[config.mk]
export PLATFORM = sky130hd
export DESIGN_NAME = dlc_sequencer
export DESIGN_NICKNAME = d
export VERILOG_FILES = /design/src/pkg/dlc_pkg.sv /design/src/rtl/dlc_beam_cmp.sv /design/src/rtl/dlc_dest_gate.sv /design/src/rtl/dlc_sequencer.sv
export SDC_FILE = /design/constraint.sdc
export NUM_CORES = 1
export LEC_CHECK = 0
export ABC_AREA = 0
export BUFFER_PORTS_ARGS = -buffer_cell sky130_fd_sc_hd__buf_2
export CORE_MARGIN = 8
export CORE_UTILIZATION = 45
export CTS_CLUSTER_DIAMETER = 80
export CTS_CLUSTER_SIZE = 28
export DETAILED_ROUTE_END_ITERATION = 10
export GPL_TIMING_DRIVEN = 0
export PLACE_DENSITY_LB_ADDON = 0.1
export SKIP_LAST_GASP = 1
export SYNTH_ARGS = -nofsm -noshare
export SYNTH_HDL_FRONTEND = slang
export SYNTH_SLANG_ARGS = --single-unit
[constraint.sdc]
create_clock -name clk -period 2.25 [get_ports clk]
set_input_delay 0.3375 -clock clk [delete_from_list [all_inputs] [get_ports clk]]
set_output_delay 0.3375 -clock clk [all_outputs]
set_load 0.1 [all_outputs]
[src/pkg/dlc_pkg.sv]
// constants and types shared by the display-list coprocessor sequencer
// assumes a 16-bit word bus with byte offsets into the register space
`default_nettype none

package dlc_pkg;

	// register byte offsets inside the custom register space
	localparam logic [8:0] DLC_OFF_CONTROL    = 9'h01c;
	localparam logic [8:0] DLC_OFF_STATUS     = 9'h01e;
	localparam logic [8:0] DLC_OFF_PTR1_HIGH  = 9'h080;
	localparam logic [8:0] DLC_OFF_PTR1_LOW   = 9'h082;
	localparam logic [8:0] DLC_OFF_PTR2_HIGH  = 9'h084;
	localparam logic [8:0] DLC_OFF_PTR2_LOW   = 9'h086;
	localparam logic [8:0] DLC_OFF_STROBE1    = 9'h088;
	localparam logic [8:0] DLC_OFF_STROBE2    = 9'h08a;

	// register-number protection ranges
	localparam logic [7:0] DLC_REGNUM_DANGER_LO = 8'h10;
	localparam logic [7:0] DLC_REGNUM_SAFE_LO   = 8'h20;

	// field positions
	localparam int DLC_CTRL_DANGER_BIT = 1;
	localparam int DLC_STAT_WAIT_BIT   = 0;
	localparam int DLC_STAT_RUN_BIT    = 1;
	localparam int DLC_PTR_HIGH_BITS   = 3;
	localparam int DLC_ADDR_W          = 19;

	// reset values
	localparam logic       DLC_DANGER_RESET = 1'b0;
	localparam logic [18:0] DLC_PTR_RESET   = 19'h00000;

	// program counter advance per fetched word, in bytes
	localparam logic [18:0] DLC_PC_STEP = 19'h00002;

	typedef enum logic [2:0] {
		DLC_IDLE,
		DLC_FETCH1,
		DLC_FETCH2,
		DLC_EXEC,
		DLC_WAIT
	} dlc_state_e;

endpackage

`default_nettype wire

[src/rtl/dlc_beam_cmp.sv]
// masked greater-or-equal compare of beam counters against a wait position
// assumes beam counters come from logic on the same clock
`default_nettype none
`timescale 1ns/100ps

module dlc_beam_cmp
	import dlc_pkg::*;
(
	// beam counters
	input  wire logic [7:0]  beam_vert,
	input  wire logic [7:0]  beam_horiz,
	// instruction words
	input  wire logic [15:0] instr_word_first,
	input  wire logic [15:0] instr_word_second,
	// result
	output logic             reached
);

	logic [6:0]  vert_compare_enables;
	logic [6:0]  horiz_compare_enables;
	logic [7:0]  wait_vert_pos;
	logic [6:0]  wait_horiz_pos;
	logic [14:0] beam_masked;
	logic [14:0] target_masked;

	// word layout: position in the first, enables in the second
	assign wait_vert_pos         = instr_word_first[15:8];
	assign wait_horiz_pos        = instr_word_first[7:1];
	assign vert_compare_enables  = instr_word_second[14:8];
	assign horiz_compare_enables = instr_word_second[7:1];

	// vertical msb has no enable, so it always takes part
	// horizontal lsb is dropped: only 128 comparable slots
	assign beam_masked = {beam_vert[7], beam_vert[6:0] & vert_compare_enables,
		beam_horiz[7:1] & horiz_compare_enables};
	assign target_masked = {wait_vert_pos[7], wait_vert_pos[6:0] & vert_compare_enables,
		wait_horiz_pos & horiz_compare_enables};

	// vertical above horizontal, so order follows beam travel
	assign reached = beam_masked >= target_masked;

endmodule // dlc_beam_cmp

`default_nettype wire

[src/rtl/dlc_dest_gate.sv]
// decides whether a register-write instruction may reach its destination
// assumes the register number is the byte offset divided by two
`default_nettype none
`timescale 1ns/100ps

module dlc_dest_gate
	import dlc_pkg::*;
(
	// destination
	input  wire logic [7:0] reg_num,
	// protection control
	input  wire logic       danger_write_enable,
	// result
	output logic            allowed
);

	always_comb begin
		if (reg_num >= DLC_REGNUM_SAFE_LO) begin
			allowed = 1'b1;
		end else if (reg_num >= DLC_REGNUM_DANGER_LO) begin
			allowed = danger_write_enable;
		end else begin
			allowed = 1'b0;
		end
	end

endmodule // dlc_dest_gate

`default_nettype wire

[src/rtl/dlc_sequencer.sv]
// display-list coprocessor sequencer: fetch, register writes, beam waits
// assumes host writes, fetch port, beam counters all run on clk
//
// Overview of operation
// - vertical blank reloads pc from first pointer
// - every field restarts at the first pointer
// - strobe write reloads pc, data ignored
// - two strobes pair with two pointers
// - own writes reach pointers and strobes
// - register numbers 20 to ff always written
// - register numbers 00 to 0f never written
// - control holds only danger enable, bit 1
// - numbers 10 to 1f need danger enable
// - danger enable clears on reset
// - wait ends when beam at or past position
// - after wait, writes run back to back
// - wait ffff,fffe never ends before restart while horizontal stays below fe
// - first word destination, second word value
// - zero enable bits make bits don't-care
// - compare order is vertical then horizontal
// - wait word field layout
// - pc advances after every fetched word
// - pointer is 3 high bits plus low word
// - horizontal lsb left out of compare
`default_nettype none
`timescale 1ns/100ps

module dlc_sequencer
	import dlc_pkg::*;
(
	// clock and reset
	input  wire logic        clk,
	input  wire logic        resetn,
	// host register access
	input  wire logic        host_wr_en,
	input  wire logic [8:0]  host_wr_addr,
	input  wire logic [15:0] host_wr_data,
	input  wire logic        host_rd_en,
	input  wire logic [8:0]  host_rd_addr,
	output logic [15:0]      host_rd_data,
	output logic             host_rd_valid,
	// instruction fetch
	input  wire logic        fetch_enable,
	output logic             fetch_req,
	output logic [18:0]      fetch_addr,
	input  wire logic        fetch_ack,
	input  wire logic [15:0] fetch_data,
	// video timing
	input  wire logic [8:0]  beam_vert,
	input  wire logic [7:0]  beam_horiz,
	input  wire logic        vblank_start,
	// register writes out
	output logic             reg_wr_strobe,
	output logic [8:0]       reg_wr_addr,
	output logic [15:0]      reg_wr_data
);

	typedef struct packed {
		dlc_state_e  st;
		logic [18:0] pc;
		logic [18:0] ptr1;
		logic [18:0] ptr2;
		logic        danger;
		logic [15:0] ir1;
		logic [15:0] ir2;
		logic        fetch_req;
		logic [18:0] fetch_addr;
		logic        wr_stb;
		logic [8:0]  wr_addr;
		logic [15:0] wr_data;
		logic [15:0] rd_data;
		logic        rd_valid;
	} dlc_regs_s;

	dlc_regs_s s_reg;
	dlc_regs_s s_next;

	logic       reached;
	logic       allowed;
	logic       mv;
	logic       mv_ok;
	logic [8:0] mv_addr;
	logic       strobe1;
	logic       strobe2;
	logic       restart;
	logic       host_ptr;
	logic       mv_internal;

	dlc_beam_cmp u_cmp (
		.beam_vert         (beam_vert[7:0]),
		.beam_horiz        (beam_horiz),
		.instr_word_first  (s_reg.ir1),
		.instr_word_second (s_reg.ir2),
		.reached           (reached)
	);

	dlc_dest_gate u_gate (
		.reg_num             (s_reg.ir1[8:1]),
		.danger_write_enable (s_reg.danger),
		.allowed             (allowed)
	);

	// a write is any instruction whose first word has bit 0 clear
	assign mv      = (s_reg.st == DLC_EXEC) && !s_reg.ir1[0];
	assign mv_ok   = mv && allowed;
	assign mv_addr = {s_reg.ir1[8:1], 1'b0};

	// own writes may hit the jump strobes to make indirect jumps
	assign strobe1 = (host_wr_en && host_wr_addr == DLC_OFF_STROBE1)
		|| (mv_ok && mv_addr == DLC_OFF_STROBE1);
	assign strobe2 = (host_wr_en && host_wr_addr == DLC_OFF_STROBE2)
		|| (mv_ok && mv_addr == DLC_OFF_STROBE2);
	assign restart = vblank_start || strobe1 || strobe2;

	assign host_ptr = host_wr_en && host_wr_addr[8:3] == DLC_OFF_PTR1_HIGH[8:3];
	assign mv_internal = mv_addr[8:4] == DLC_OFF_PTR1_HIGH[8:4]
		&& mv_addr <= DLC_OFF_STROBE2;

	function automatic logic [18:0] ptr_write(input logic [18:0] cur,
			input logic low_half, input logic [15:0] d);
		logic [18:0] r;
		r = cur;
		if (low_half) begin
			r[15:0] = {d[15:1], 1'b0};
		end else begin
			r[18:16] = d[DLC_PTR_HIGH_BITS-1:0];
		end
		return r;
	endfunction

	always_comb begin
		s_next = s_reg;
		s_next.wr_stb   = 1'b0;
		s_next.rd_valid = 1'b0;

		case (s_reg.st)
			DLC_IDLE: begin
				// host is expected to have set a pointer and strobed first
				if (fetch_enable) begin
					s_next.st = DLC_FETCH1;
				end
			end
			DLC_FETCH1: begin
				if (s_reg.fetch_req) begin
					if (fetch_ack) begin
						s_next.ir1       = fetch_data;
						s_next.pc        = s_reg.pc + DLC_PC_STEP;
						s_next.fetch_req = 1'b0;
						s_next.st        = DLC_FETCH2;
					end
				end else if (fetch_enable) begin
					s_next.fetch_req  = 1'b1;
					s_next.fetch_addr = s_reg.pc;
				end else begin
					s_next.st = DLC_IDLE;
				end
			end
			DLC_FETCH2: begin
				// once the first word is in, the pair is completed even if fetch_enable drops; only a restart abandons it
				if (s_reg.fetch_req) begin
					if (fetch_ack) begin
						s_next.ir2       = fetch_data;
						s_next.pc        = s_reg.pc + DLC_PC_STEP;
						s_next.fetch_req = 1'b0;
						s_next.st        = DLC_EXEC;
					end
				end else begin
					s_next.fetch_req  = 1'b1;
					s_next.fetch_addr = s_reg.pc;
				end
			end
			DLC_EXEC: begin
				if (!s_reg.ir1[0]) begin
					if (mv_ok && !mv_internal) begin
						s_next.wr_stb  = 1'b1;
						s_next.wr_addr = mv_addr;
						s_next.wr_data = s_reg.ir2;
					end
					s_next.st = DLC_FETCH1;
				end else if (!s_reg.ir2[0]) begin
					s_next.st = DLC_WAIT;
				end else begin
					// skip is treated as a no-op
					s_next.st = DLC_FETCH1;
				end
			end
			DLC_WAIT: begin
				// an unreachable position just holds here until a restart
				if (reached) begin
					s_next.st = DLC_FETCH1;
				end
			end
			default: begin
				s_next.st = DLC_IDLE;
			end
		endcase

		// own pointer writes first, so a host write in the same cycle wins
		if (mv_ok && mv_internal && mv_addr[2] == 1'b0) begin
			if (mv_addr[3:2] == DLC_OFF_PTR1_HIGH[3:2]) begin
				s_next.ptr1 = ptr_write(s_reg.ptr1, mv_addr[1], s_reg.ir2);
			end
		end
		if (mv_ok && mv_internal) begin
			if (mv_addr[2:1] == 2'b10 && mv_addr[3] == 1'b0) begin
				s_next.ptr2 = ptr_write(s_reg.ptr2, 1'b0, s_reg.ir2);
			end else if (mv_addr[2:1] == 2'b11 && mv_addr[3] == 1'b0) begin
				s_next.ptr2 = ptr_write(s_reg.ptr2, 1'b1, s_reg.ir2);
			end else if (mv_addr[2:1] == 2'b01 && mv_addr[3] == 1'b0) begin
				s_next.ptr1 = ptr_write(s_reg.ptr1, 1'b1, s_reg.ir2);
			end
		end
		if (host_ptr) begin
			if (host_wr_addr[2] == 1'b0) begin
				s_next.ptr1 = ptr_write(s_reg.ptr1, host_wr_addr[1], host_wr_data);
			end else begin
				s_next.ptr2 = ptr_write(s_reg.ptr2, host_wr_addr[1], host_wr_data);
			end
		end

		// only the host reaches control, as own writes there are gated off
		if (host_wr_en && host_wr_addr == DLC_OFF_CONTROL) begin
			s_next.danger = host_wr_data[DLC_CTRL_DANGER_BIT];
		end

		// restarts override whatever is executing; vertical blank wins
		if (restart) begin
			s_next.fetch_req = 1'b0;
			s_next.st        = DLC_FETCH1;
			if (vblank_start) begin
				s_next.pc = s_reg.ptr1;
			end else if (strobe1) begin
				s_next.pc = s_reg.ptr1;
			end else begin
				s_next.pc = s_reg.ptr2;
			end
		end

		if (host_rd_en) begin
			s_next.rd_valid = 1'b1;
			s_next.rd_data  = 16'h0000;
			if (host_rd_addr == DLC_OFF_CONTROL) begin
				s_next.rd_data[DLC_CTRL_DANGER_BIT] = s_reg.danger;
			end else if (host_rd_addr == DLC_OFF_STATUS) begin
				s_next.rd_data[DLC_STAT_WAIT_BIT] = s_reg.st == DLC_WAIT;
				s_next.rd_data[DLC_STAT_RUN_BIT]  = s_reg.st != DLC_IDLE;
			end
		end
	end

	always_ff @(posedge clk or negedge resetn) begin
		if (!resetn) begin
			s_reg            <= '0;
			s_reg.st         <= DLC_IDLE;
			s_reg.ptr1       <= DLC_PTR_RESET;
			s_reg.ptr2       <= DLC_PTR_RESET;
			s_reg.danger     <= DLC_DANGER_RESET;
		end else begin
			s_reg <= s_next;
		end
	end

	assign host_rd_data  = s_reg.rd_data;
	assign host_rd_valid = s_reg.rd_valid;
	assign fetch_req     = s_reg.fetch_req;
	assign fetch_addr    = s_reg.fetch_addr;
	assign reg_wr_strobe = s_reg.wr_stb;
	assign reg_wr_addr   = s_reg.wr_addr;
	assign reg_wr_data   = s_reg.wr_data;

	property p_vblank_reload;
		@(posedge clk) disable iff (!resetn)
		vblank_start |=> (s_reg.pc == $past(s_reg.ptr1)) && (s_reg.st == DLC_FETCH1);
	endproperty
	a_vblank_reload: assert property (p_vblank_reload)
		else $error("vertical blank did not reload pc from first pointer");

	property p_strobe2;
		@(posedge clk) disable iff (!resetn)
		(host_wr_en && host_wr_addr == DLC_OFF_STROBE2 && !vblank_start && !strobe1)
			|=> s_reg.pc == $past(s_reg.ptr2) && !fetch_req;
	endproperty
	a_strobe2: assert property (p_strobe2)
		else $error("second strobe did not load pc from second pointer");

	property p_low_never;
		@(posedge clk) disable iff (!resetn)
		reg_wr_strobe |-> reg_wr_addr[8:1] >= DLC_REGNUM_DANGER_LO;
	endproperty
	a_low_never: assert property (p_low_never)
		else $error("write issued to never-writable register");

	property p_danger;
		@(posedge clk) disable iff (!resetn)
		(reg_wr_strobe && reg_wr_addr[8:1] < DLC_REGNUM_SAFE_LO) |-> $past(s_reg.danger);
	endproperty
	a_danger: assert property (p_danger)
		else $error("protected register written without danger enable");

	property p_always;
		@(posedge clk) disable iff (!resetn)
		(mv && s_reg.ir1[8:1] >= DLC_REGNUM_SAFE_LO && !mv_internal)
			|=> reg_wr_strobe && reg_wr_data == $past(s_reg.ir2)
			&& reg_wr_addr == {$past(s_reg.ir1[8:1]), 1'b0};
	endproperty
	a_always: assert property (p_always)
		else $error("allowed register write not carried out");

	property p_wait_done;
		@(posedge clk) disable iff (!resetn)
		(s_reg.st == DLC_WAIT && reached && !restart) |=> s_reg.st == DLC_FETCH1;
	endproperty
	a_wait_done: assert property (p_wait_done)
		else $error("wait did not end with beam at or past target");

	property p_never;
		@(posedge clk) disable iff (!resetn)
		(s_reg.st == DLC_WAIT && s_reg.ir1 == 16'hffff && s_reg.ir2 == 16'hfffe
			&& beam_horiz <= 8'he2 && !restart) |=> s_reg.st == DLC_WAIT;
	endproperty
	a_never: assert property (p_never)
		else $error("end-of-list wait finished before restart");

	property p_pc_inc;
		@(posedge clk) disable iff (!resetn)
		(s_reg.fetch_req && fetch_ack && !restart)
			|=> s_reg.pc == $past(s_reg.pc) + DLC_PC_STEP;
	endproperty
	a_pc_inc: assert property (p_pc_inc)
		else $error("pc did not advance after a fetch");

	property p_mask_vert;
		@(posedge clk) disable iff (!resetn)
		(s_reg.ir1[15:1] == 15'h4b00 && s_reg.ir2[14:1] == 14'h3f80)
			|-> reached == (beam_vert[7:0] >= 8'h96);
	endproperty
	a_mask_vert: assert property (p_mask_vert)
		else $error("line-only wait compared horizontal bits");

endmodule // dlc_sequencer

`default_nettype wire

==> impl_metrics.csv, run 1 <==
group,metric,value,unit
worst_setup_path,worst_ep_required_time,2590,ps
worst_setup_path,rrSetupSlack,-180,ps
placement,port_buffers,119,
worst_setup_path,cp_max_fo,9,
clocking,ctsRootBufferMaster,"clkbuf_16",
global_routing,grt_max_degree,78,
global_routing,grt_usage,19.0,%
global_routing,antenna_found_initial,0,
worst_setup_path,r2r_cells,8,
worst_setup_path,start_kind,"flip-flop",
logic_synthesis,yosys.area.top_type,"dfrtp_1",
logic_synthesis,syn_avg_cell_area,10.5,µm²
clocking,cts_made_buffers,17,
timing,worst_slew_pin_slew,676,ps
timing,fin_crit,2430,ps
route,drt_wl_total,18.6,mm
logic_synthesis,yosysWarnings,0,
floorplan,initial_core_util,45.7,%
floorplan,ioPinCount,137,
logic_synthesis,synth-seq-cells,141,
global_routing,grt_pass1_wl,30.0,mm
hold_path,worstHoldPathType,"primary input to flip-flop",
finish,final_nets,953,
clocking,clk_pin_slew,60,ps
hold_path,hold_path_end,"host_rd_valid$_DFF_PN0_",
logic_synthesis,synth_top_area_share,49.0,%
timing,final-setup-viol-count,19,
timing,rsz0062_at_grt,"yes",
job,cap_violations,0,
clocking,insertion_delay,420,ps
worst_setup_path,regToRegEndpoint,"s_reg[150]$_DFFE_PN0P_",
logic_synthesis,ys_seq_area_share,49.0,%
outcome,status,"complete, but fails checks",
finish,syn_to_final_growth,27.4,%
logic_synthesis,yosysMostFrequentCell,"dfrtp_1",
floorplan,rows,46,
finish,drive_gt1_share,41.1,%
route,drtAntennaViolNets,0,
logic_synthesis,ys_types,62,
route,first_iter_violations,288,
global_routing,use_met1,22.9,%
logic_synthesis,synthArstFlopShare,100,%
finish,insertedDiodeCount,0,
hold_path,hp-start,"host_rd_en",
global_routing,grt_use_met2,31.6,%
timing,max_freq,411,MHz
floorplan,core-area,0.0158,mm²
logic_synthesis,syn_area,0.00720,mm²
global_routing,grt_pass1_vias,5756,
route,vias,5561,
worst_setup_path,reg2reg_from,"mv_addr[4]$_DFFE_PN0P_",
logic_synthesis,synthTopCellsByArea,"dfrtp_1, mux2_2, buf_4, nand2_1, nor2_1",
power_and_ir_drop,irDropWorstVdd,1040,µV
global_routing,grt-ovfl-total,0,
timing,hold_violations,0,
route,drc_errors,0,
worst_setup_path,cp.arrival,2780,ps
timing,skew,7.28,ps
finish,utilization,58.2,%
placement,dp_slack,-596,ps
global_routing,grtUsageMet3,4.93,%
clocking,tritoncts,"done",
route,via_per_inst,5.09,
logic_synthesis,synthTopCellsByCount,"dfrtp_1, nand2_1, nor2_1, mux2_2, buf_4",
clocking,cts_buffer_depth,2,
finish,largest_reg_flops,85,
route,dr.pass1.iters,4,
floorplan,die-area,0.0203,mm²
placement,hpwl,13.7,mm
timing,slew_violations,0,
timing,slew_headroom,54.9,%
timing,fin_crit_sh,108,%
timing,setup_slack,-185,ps
floorplan,dieWidth,142,µm
power_and_ir_drop,p_per_area,1090,mW/mm²
outcome,failed_checks,"setup timing",
logic_synthesis,syn_inst,688,
worst_setup_path,end_kind,"flip-flop",
clocking,h-tree-depth,4,
logic_synthesis,synth_edf_count,0,
logic_synthesis,synthFlopType,"dfrtp_1",
route,wire_per_inst,17.0,µm
clocking,clock-sinks,141,
global_routing,grt_busiest_layer,"met2",
floorplan,die_h,142,µm
hold_path,hold_path_depth,1,
power_and_ir_drop,power_leakage,0.00465,µW
placement,globalplace.congestion,0.845,
worst_setup_path,path_class,"flip-flop to flip-flop",
[cells by family after synthesis]
group / Yosys count / share of synthesized area (%)
buffers and inverters: 95 / 8.53
multiplexers: 77 / 11.9
XOR/XNOR: 13 / 1.58
other: 1 / 0.0521
flip-flops: 141 / 49.0
AO/OA/AOI/OAI: 106 / 9.90
AND/OR/NAND/NOR: 239 / 16.2
adder cells (fa/ha/maj): 16 / 2.78
[critical path, cell delays in order (launching register included)]
cell	delay, ps
dfrtp_1	380
or4_4	560
or4_4	480
o21ai_4	220
buf_12	180
bufbuf_16	260
buf_4	100
a22oi_1	90
o21ai_0	90
[worst max-delay path by stage]
stage,start,cells past startpoint,slack [ps],endpoint
finish,mv_addr[4]$_DFFE_PN0P_,8,-180,s_reg[150]$_DFFE_PN0P_
floorplan,mv_addr[4]$_DFFE_PN0P_,7,-90,s_reg[141]$_DFFE_PN0P_
global placement,resetn,1,-1370,fetch_req$_DFFE_PN0P_
CTS,mv_addr[4]$_DFFE_PN0P_,8,-170,s_reg[150]$_DFFE_PN0P_
detailed placement,host_wr_addr[5],7,-600,s_reg[104]$_DFFE_PN0P_
global route,mv_addr[4]$_DFFE_PN0P_,7,-250,s_reg[144]$_DFFE_PN0P_
[power breakdown]
part | switching [µW] | internal (µW) | total (µW)
sequential | 447 | 3050 | 3500
combinational | 2540 | 1170 | 3720
clock | 1040 | 1790 | 2830
total | 4030 | 6020 | 10000
[layout make-up]
class	instances	area, µm²
Clock buffer	21	460
Tap cell	216	270
Multi-Input combinational cell	466	3290
Timing Repair Buffer	144	841
Buffer	81	594
Clock inverter	11	141
Inverter	12	45.0
Sequential cell	141	3530
Fill cell	1408	6600
[repair_timing]
item,in CTS,in global routing
hold buffers,1,0
buffers inserted,15,7
pin swaps,5,5
gates cloned,1,0
resized for setup,33,24
hold endpoints to repair,64,0
setup endpoints to repair,93,96
[layer usage]
metal,wire length [µm],share of wire (%)
met1,7990,43
met5,0,0
met2,9280,50
met4,394,2.1
met3,956,5.1
[per-stage QoR]
| step | hold slack (ps) | std cells | instance area (µm²) | power (µW) | TNS (ps) |
|---|---|---|---|---|---|
| 5_1_grt | 43.3 | 1092 | 9180 | 10500 | -3650 |
| 3_5_place_dp | 376 | 1038 | 8180 | 7050 | -33020 |
| 3_3_place_gp | 454 | 1037 | 8150 | 6980 | -185510 |
| 2_1_floorplan | 41.9 | 702 | 7280 | 6350 | -996 |
| 6_report | 51.7 | 1092 | 9180 | 10000 | -2580 |
| 4_1_cts | 35.0 | 1085 | 9050 | 10100 | -3030 |
[cells in the final DEF, fill, tap and decap left out, types with 7 or more instances in the layout]
cell type / n
nor3_1: 7
o21ai_0: 14
xnor2_1: 8
mux2_2: 65
a22oi_1: 18
buf_2: 122
o22ai_1: 21
and3_1: 7
buf_4: 84
nand2_1: 76
and2_1: 18
conb_1: 15
clkbuf_1: 8
inv_1: 11
nand3_1: 7
clkbuf_16: 17
ha_1: 16
a21oi_1: 17
nand4_1: 12
nor2_1: 68
dfrtp_1: 137
Power figures use the tool's default switching activity.
==> run 2, diff against run 1 <==
--- a/config.mk
+++ b/config.mk
@@ -13,7 +13,7 @@
 export CTS_CLUSTER_SIZE = 28
 export DETAILED_ROUTE_END_ITERATION = 10
 export GPL_TIMING_DRIVEN = 0
-export PLACE_DENSITY_LB_ADDON = 0.1
+export PLACE_DENSITY_LB_ADDON = 0.2
 export SKIP_LAST_GASP = 1
 export SYNTH_ARGS = -nofsm -noshare
 export SYNTH_HDL_FRONTEND = slang
==> run 2 against run 1 <==
Net effect:
- the run still ends with setup timing left
- sequential cell count unchanged
- final cell count up 0.18%
- critical path depth shrank 1
- global-route usage grew 0.27 points
- cell area increased by 0.59%
- critical path type unchanged
- largest cell class unchanged
==> impl_metrics.csv, run 2 (synthesized netlist as in run 1, its figures left out) <==
group,metric,value,unit
power_and_ir_drop,combPwrFrac,37.3,%
clocking,tritoncts,"done",
timing,setup_slack,-158,ps
placement,hpwl,13.8,mm
placement,globalplace.congestion,0.843,
clocking,ctsRootBufferMaster,"clkbuf_16",
global_routing,antenna_found_initial,1,
worst_setup_path,r2r_cells,7,
timing,final-setup-viol-count,19,
clocking,h-tree-depth,4,
timing,max_freq,415,MHz
finish,final_common_cell,"dfrtp_1",
global_routing,grt_pass1_wl,30.6,mm
route,drt_wl_total,18.7,mm
timing,skew,7.81,ps
finish,largest_reg_flops,85,
finish,final_cell_mix,"dfrtp_1, buf_2, buf_4, nand2_1, mux2_2",
worst_setup_path,worst_ep_required_time,2550,ps
route,via_per_inst,5.08,
power_and_ir_drop,p_per_area,1080,mW/mm²
timing,slew_headroom,60.8,%
outcome,status,"complete, but fails checks",
worst_setup_path,cp.arrival,2710,ps
power_and_ir_drop,irDropWorstVdd,967,µV
floorplan,ioPinCount,137,
power_and_ir_drop,power_leakage,0.00467,µW
timing,rsz0062_at_grt,"yes",
outcome,failed_checks,"setup timing",
clocking,insertion_delay,420,ps
timing,fin_crit,2410,ps
finish,insertedDiodeCount,0,
route,drc_errors,0,
route,wire_per_inst,17.1,µm
route,drtAntennaViolNets,0,
global_routing,grt_max_degree,86,
timing,whs,55.3,ps
timing,tns,-2200,ps
route,first_iter_violations,261,
timing,hold_violations,0,
worst_setup_path,path_class,"flip-flop to flip-flop",
clocking,clock-sinks,141,
power_and_ir_drop,seqPwrFrac,35.1,%
clocking,cts_made_buffers,17,
floorplan,initial_core_util,45.7,%
timing,worst_slew_pin_slew,586,ps
job,cap_violations,0,
worst_setup_path,start_kind,"flip-flop",
floorplan,die-area,0.0203,mm²
global_routing,grt-ovfl-total,0,
route,vias,5554,
floorplan,core-area,0.0158,mm²
finish,drive_gt1_share,41.9,%
global_routing,grt_pass1_vias,6013,
power_and_ir_drop,switching_share,40.1,%
global_routing,grt_usage,19.2,%
timing,slew_violations,0,
placement,port_buffers,119,
floorplan,die_h,142,µm
power_and_ir_drop,p_sw,4000,µW
finish,syn_to_final_growth,28.2,%
timing,fin_crit_sh,107,%
floorplan,dieWidth,142,µm
power_and_ir_drop,power.internal,5980,µW
route,dr.pass1.iters,4,
hold_path,worstHoldPathType,"primary input to flip-flop",
clocking,cts_buffer_depth,2,
floorplan,rows,46,
power_and_ir_drop,p_clk_share,27.6,%
worst_setup_path,end_kind,"flip-flop",
worst_setup_path,cp_max_fo,8,
clocking,clk_pin_slew,60,ps
hold_path,hold_path_depth,1,
finish,final_nets,956,
==> run 2: layout make-up <==
type	count	area, µm²
inverter	12	45.0
clock inverter	5	81.3
fill	1358	6540
multi-input combinational	466	3340
tap	216	270
timing repair buffer	147	858
buffer	81	607
sequential	141	3530
clock buffer	26	499
==> run 2: path summary, 6_finish.rpt <==
kind | startpoint | endpoint | slack (ps)
worst max-delay path | mv_addr[6]$_DFFE_PN0P_ | s_reg[147]$_DFFE_PN0P_ | -160
worst min-delay path | host_rd_en | host_rd_valid$_DFF_PN0_ | 60
worst max register to register | mv_addr[6]$_DFFE_PN0P_ | s_reg[147]$_DFFE_PN0P_ | -160
worst min register to register | s_reg[122]$_DFFE_PN0P_ | s_reg[122]$_DFFE_PN0P_ | 470
max in group asynchronous | resetn | fetch_req$_DFFE_PN0P_ | 1010
min in group asynchronous | resetn | s_reg[66]$_DFFE_PN0P_ | 440
==> run 2: stage by stage <==
stage | cells | setup WS [ps] | instance area (µm²) | utilization [%] | power [µW]
final | 1094 | -158 | 9230 | 58.5 | 9980
after global routing | 1094 | -198 | 9230 | 58.5 | 10400
after CTS | 1086 | -121 | 9060 | 57.4 | 9960
after detailed placement | 1038 | -634 | 8180 | 51.9 | 7050
after global placement | 1037 | -1340 | 8150 | 51.7 | 6970
after floorplan | 702 | -93.6 | 7280 | - | 6350
==> run 2: per-layer routing <==
layer	vias up	GRT usage, %	part of all wire (%)
met4	2	8.11	2.0
met5	-	0	0.059
li1	2704	-	-
met3	33	4.53	5.3
met1	2674	22.6	42
met2	141	32.9	50
==> run 2: power groups by stage <==
stage / logic, µW / registers (µW) / clock network, µW
after floorplan: 2940 / 3410 / 0
after global placement: 3480 / 3490 / 0
after detailed placement: 3530 / 3520 / 0
after CTS: 3670 / 3490 / 2800
after global routing: 3950 / 3580 / 2920
final: 3720 / 3500 / 2750
==> run 2: critical path: stages (launching register included) <==
cell     delay, ps
dfrtp_1        400
or4_4          550
or4_4          490
o21ai_4        200
buf_12         170
buf_12         150
mux2i_4        250
o21ai_2         60
==> run 2: timing repair <==
| action | 4_1_cts | 5_1_grt |
|---|---|---|
| gates cloned | 0 | 0 |
| endpoints found under the setup margin | 102 | 88 |
| hold buffers | 1 | 0 |
| endpoints found under the hold margin | 56 | 0 |
| pin swaps | 11 | 6 |
| gates resized for setup | 48 | 27 |
| setup buffers | 18 | 8 |
==> run 3, diff against run 2 <==
--- a/config.mk
+++ b/config.mk
@@ -8,11 +8,10 @@
 export ABC_AREA = 0
 export BUFFER_PORTS_ARGS = -buffer_cell sky130_fd_sc_hd__buf_2
 export CORE_MARGIN = 8
-export CORE_UTILIZATION = 45
+export CORE_UTILIZATION = 35
 export CTS_CLUSTER_DIAMETER = 80
 export CTS_CLUSTER_SIZE = 28
 export DETAILED_ROUTE_END_ITERATION = 10
-export GPL_TIMING_DRIVEN = 0
 export PLACE_DENSITY_LB_ADDON = 0.2
 export SKIP_LAST_GASP = 1
 export SYNTH_ARGS = -nofsm -noshare
==> run 3 against run 2 <==
Net effect:
- the run still ends with setup timing left
- die area increased by 25%
- largest cell class unchanged
- clock power is 7% higher
- critical path type unchanged
- non-clock buffer count down 55
- critical endpoint is now s_reg[139]$_DFFE_PN0P_
- via count decreased by 4.7%
- first-iteration DRC count down 7.7%
==> impl_metrics.csv, run 3 (synthesized netlist as in run 1, its figures left out) <==
group,metric,value,unit
outcome,status,"complete, but fails checks",
route,drt_wl_total,18.7,mm
hold_path,hp-start,"host_rd_en",
worst_setup_path,r2r_cells,7,
global_routing,grt_pass1_wl,30.4,mm
placement,dp_slack,-200,ps
power_and_ir_drop,power.internal,5830,µW
clocking,insertion_delay,420,ps
clocking,tritoncts,"done",
placement,placed_cells,1057,
power_and_ir_drop,p_clk_share,29.6,%
worst_setup_path,start_kind,"flip-flop",
clocking,h-tree-depth,4,
power_and_ir_drop,seqPwrFrac,34.8,%
finish,final_common_cell,"dfrtp_1",
route,drc_errors,0,
timing,rsz0062_at_grt,"yes",
worst_setup_path,path_class,"flip-flop to flip-flop",
timing,tns,-2040,ps
worst_setup_path,crit_top_cell,"or4_4",
floorplan,die_h,159,µm
power_and_ir_drop,irDropWorstVdd,1130,µV
timing,whs,55.1,ps
floorplan,dieWidth,159,µm
hold_path,worstHoldPathType,"primary input to flip-flop",
worst_setup_path,crit_chain,"or4_4, or4_4, o21ai_4, buf_12, mux2_4, nor2_1, a21oi_1",
power_and_ir_drop,p_sw,4040,µW
finish,insertedDiodeCount,0,
global_routing,antenna_found_initial,1,
floorplan,rows,52,
finish,stdcell_count,1094,
worst_setup_path,regToRegEndpoint,"s_reg[139]$_DFFE_PN0P_",
floorplan,initial_core_util,35.6,%
clocking,cts_made_buffers,17,
finish,utilization,43.5,%
timing,worst_slew_pin_slew,691,ps
worst_setup_path,end_kind,"flip-flop",
placement,hpwl,14.3,mm
power_and_ir_drop,p_per_area,1120,mW/mm²
worst_setup_path,rrSetupSlack,-180,ps
hold_path,hold_path_end,"host_rd_valid$_DFF_PN0_",
worst_setup_path,worst_ep_required_time,2540,ps
global_routing,grt_max_degree,67,
timing,fin_crit_sh,108,%
hold_path,hold_path_depth,1,
worst_setup_path,cp_max_fo,16,
clocking,clock-sinks,141,
timing,fin_crit,2430,ps
power_and_ir_drop,combPwrFrac,35.6,%
floorplan,die-area,0.0254,mm²
job,cap_violations,0,
timing,slew_headroom,53.9,%
route,wire_per_inst,17.1,µm
finish,final_nets,901,
route,via_per_inst,4.84,
placement,port_buffers,119,
route,drtAntennaViolNets,0,
route,first_iter_violations,241,
worst_setup_path,cp.arrival,2720,ps
clocking,clk_pin_slew,60,ps
global_routing,grt-ovfl-total,0,
power_and_ir_drop,power_leakage,0.00439,µW
timing,skew,8.72,ps
finish,final_cell_mix,"dfrtp_1, buf_2, nand2_1, nor2_1, mux2_2",
placement,globalplace.congestion,0.789,
finish,syn_to_final_growth,22.1,%
worst_setup_path,cpPeakStageDelay,580,ps
route,dr.pass1.iters,4,
clocking,cts_buffer_depth,2,
outcome,failed_checks,"setup timing",
power_and_ir_drop,switching_share,41.0,%
global_routing,grt_pass1_vias,5647,
worst_setup_path,cpMaxStageDelayCell,"or4_4",
timing,final-setup-viol-count,19,
floorplan,ioPinCount,137,
timing,max_freq,412,MHz
global_routing,grt_usage,14.9,%
finish,largest_reg_flops,85,
timing,hold_violations,0,
worst_setup_path,reg2reg_from,"mv_addr[4]$_DFFE_PN0P_",
timing,setup_slack,-178,ps
timing,slew_violations,0,
finish,drive_gt1_share,36.7,%
route,vias,5292,
floorplan,core-area,0.0202,mm²
finish,fillCellCount,1964,
clocking,ctsRootBufferMaster,"clkbuf_16",
[run 3: how the worst max path moves through the flow]
stage	startpoint	endpoint	slack [ps]	cells past startpoint
floorplan	mv_addr[4]$_DFFE_PN0P_	s_reg[141]$_DFFE_PN0P_	-90	7
finish	mv_addr[4]$_DFFE_PN0P_	s_reg[139]$_DFFE_PN0P_	-180	7
global placement	mv_addr[4]$_DFFE_PN0P_	s_reg[149]$_DFFE_PN0P_	-190	6
detailed placement	mv_addr[4]$_DFFE_PN0P_	s_reg[149]$_DFFE_PN0P_	-200	6
global route	mv_addr[4]$_DFFE_PN0P_	s_reg[151]$_DFFE_PN0P_	-240	7
CTS	mv_addr[4]$_DFFE_PN0P_	s_reg[139]$_DFFE_PN0P_	-180	7
[run 3: area by class of cell]
type / instances / area (µm²) / area share (%)
inverters: 12 / 45.0 / 0.512
multi-input cells: 466 / 3180 / 36.2
clock inverters: 14 / 183 / 2.08
repair buffers: 173 / 1070 / 12.2
clock buffers: 18 / 439 / 4.99
flip-flops and latches: 141 / 3530 / 40.2
well taps: 270 / 338 / 3.84
[run 3: power groups by stage]
stage	logic [µW]	clock network (µW)	registers, µW
after floorplan	2940	0	3410
after global placement	3460	0	3460
after CTS	3520	3000	3440
after detailed placement	3510	0	3480
final	3510	2930	3430
after global routing	3730	3100	3510
[run 3: worst max-delay path, delay by kind of cell, from the launching register on]
kind,cells,cell delay (ps)
AO/OA/AOI/OAI,2,250
multiplexers,1,310
buffers and inverters,1,180
flip-flops,1,370
AND/OR/NAND/NOR,3,1190
[run 3: repair_timing]
| action | in CTS | in global routing |
|---|---|---|
| hold buffers | 1 | 0 |
| hold endpoints to repair | 63 | 0 |
| resized for setup | 4 | 7 |
| setup buffers | 1 | 3 |
| pin swaps | 0 | 1 |
| endpoints found under the setup margin | 19 | 34 |
[run 3: layer usage]
| metal | GRT usage (%) | vias to the layer above | share of wire (%) |
|---|---|---|---|
| met1 | 18.6 | 2563 | 45 |
| met5 | 0 | - | 0.080 |
| met4 | 4.55 | 2 | 1.3 |
| li1 | - | 2591 | - |
| met2 | 24.5 | 118 | 48 |
| met3 | 4.11 | 18 | 5.2 |
[run 3: stage by stage]
step / total power [µW] / area [µm²]
2_1_floorplan: 6350 / 7280
3_3_place_gp: 6920 / 8100
3_5_place_dp: 6990 / 8100
4_1_cts: 9960 / 8750
5_1_grt: 10300 / 8790
6_report: 9870 / 8790
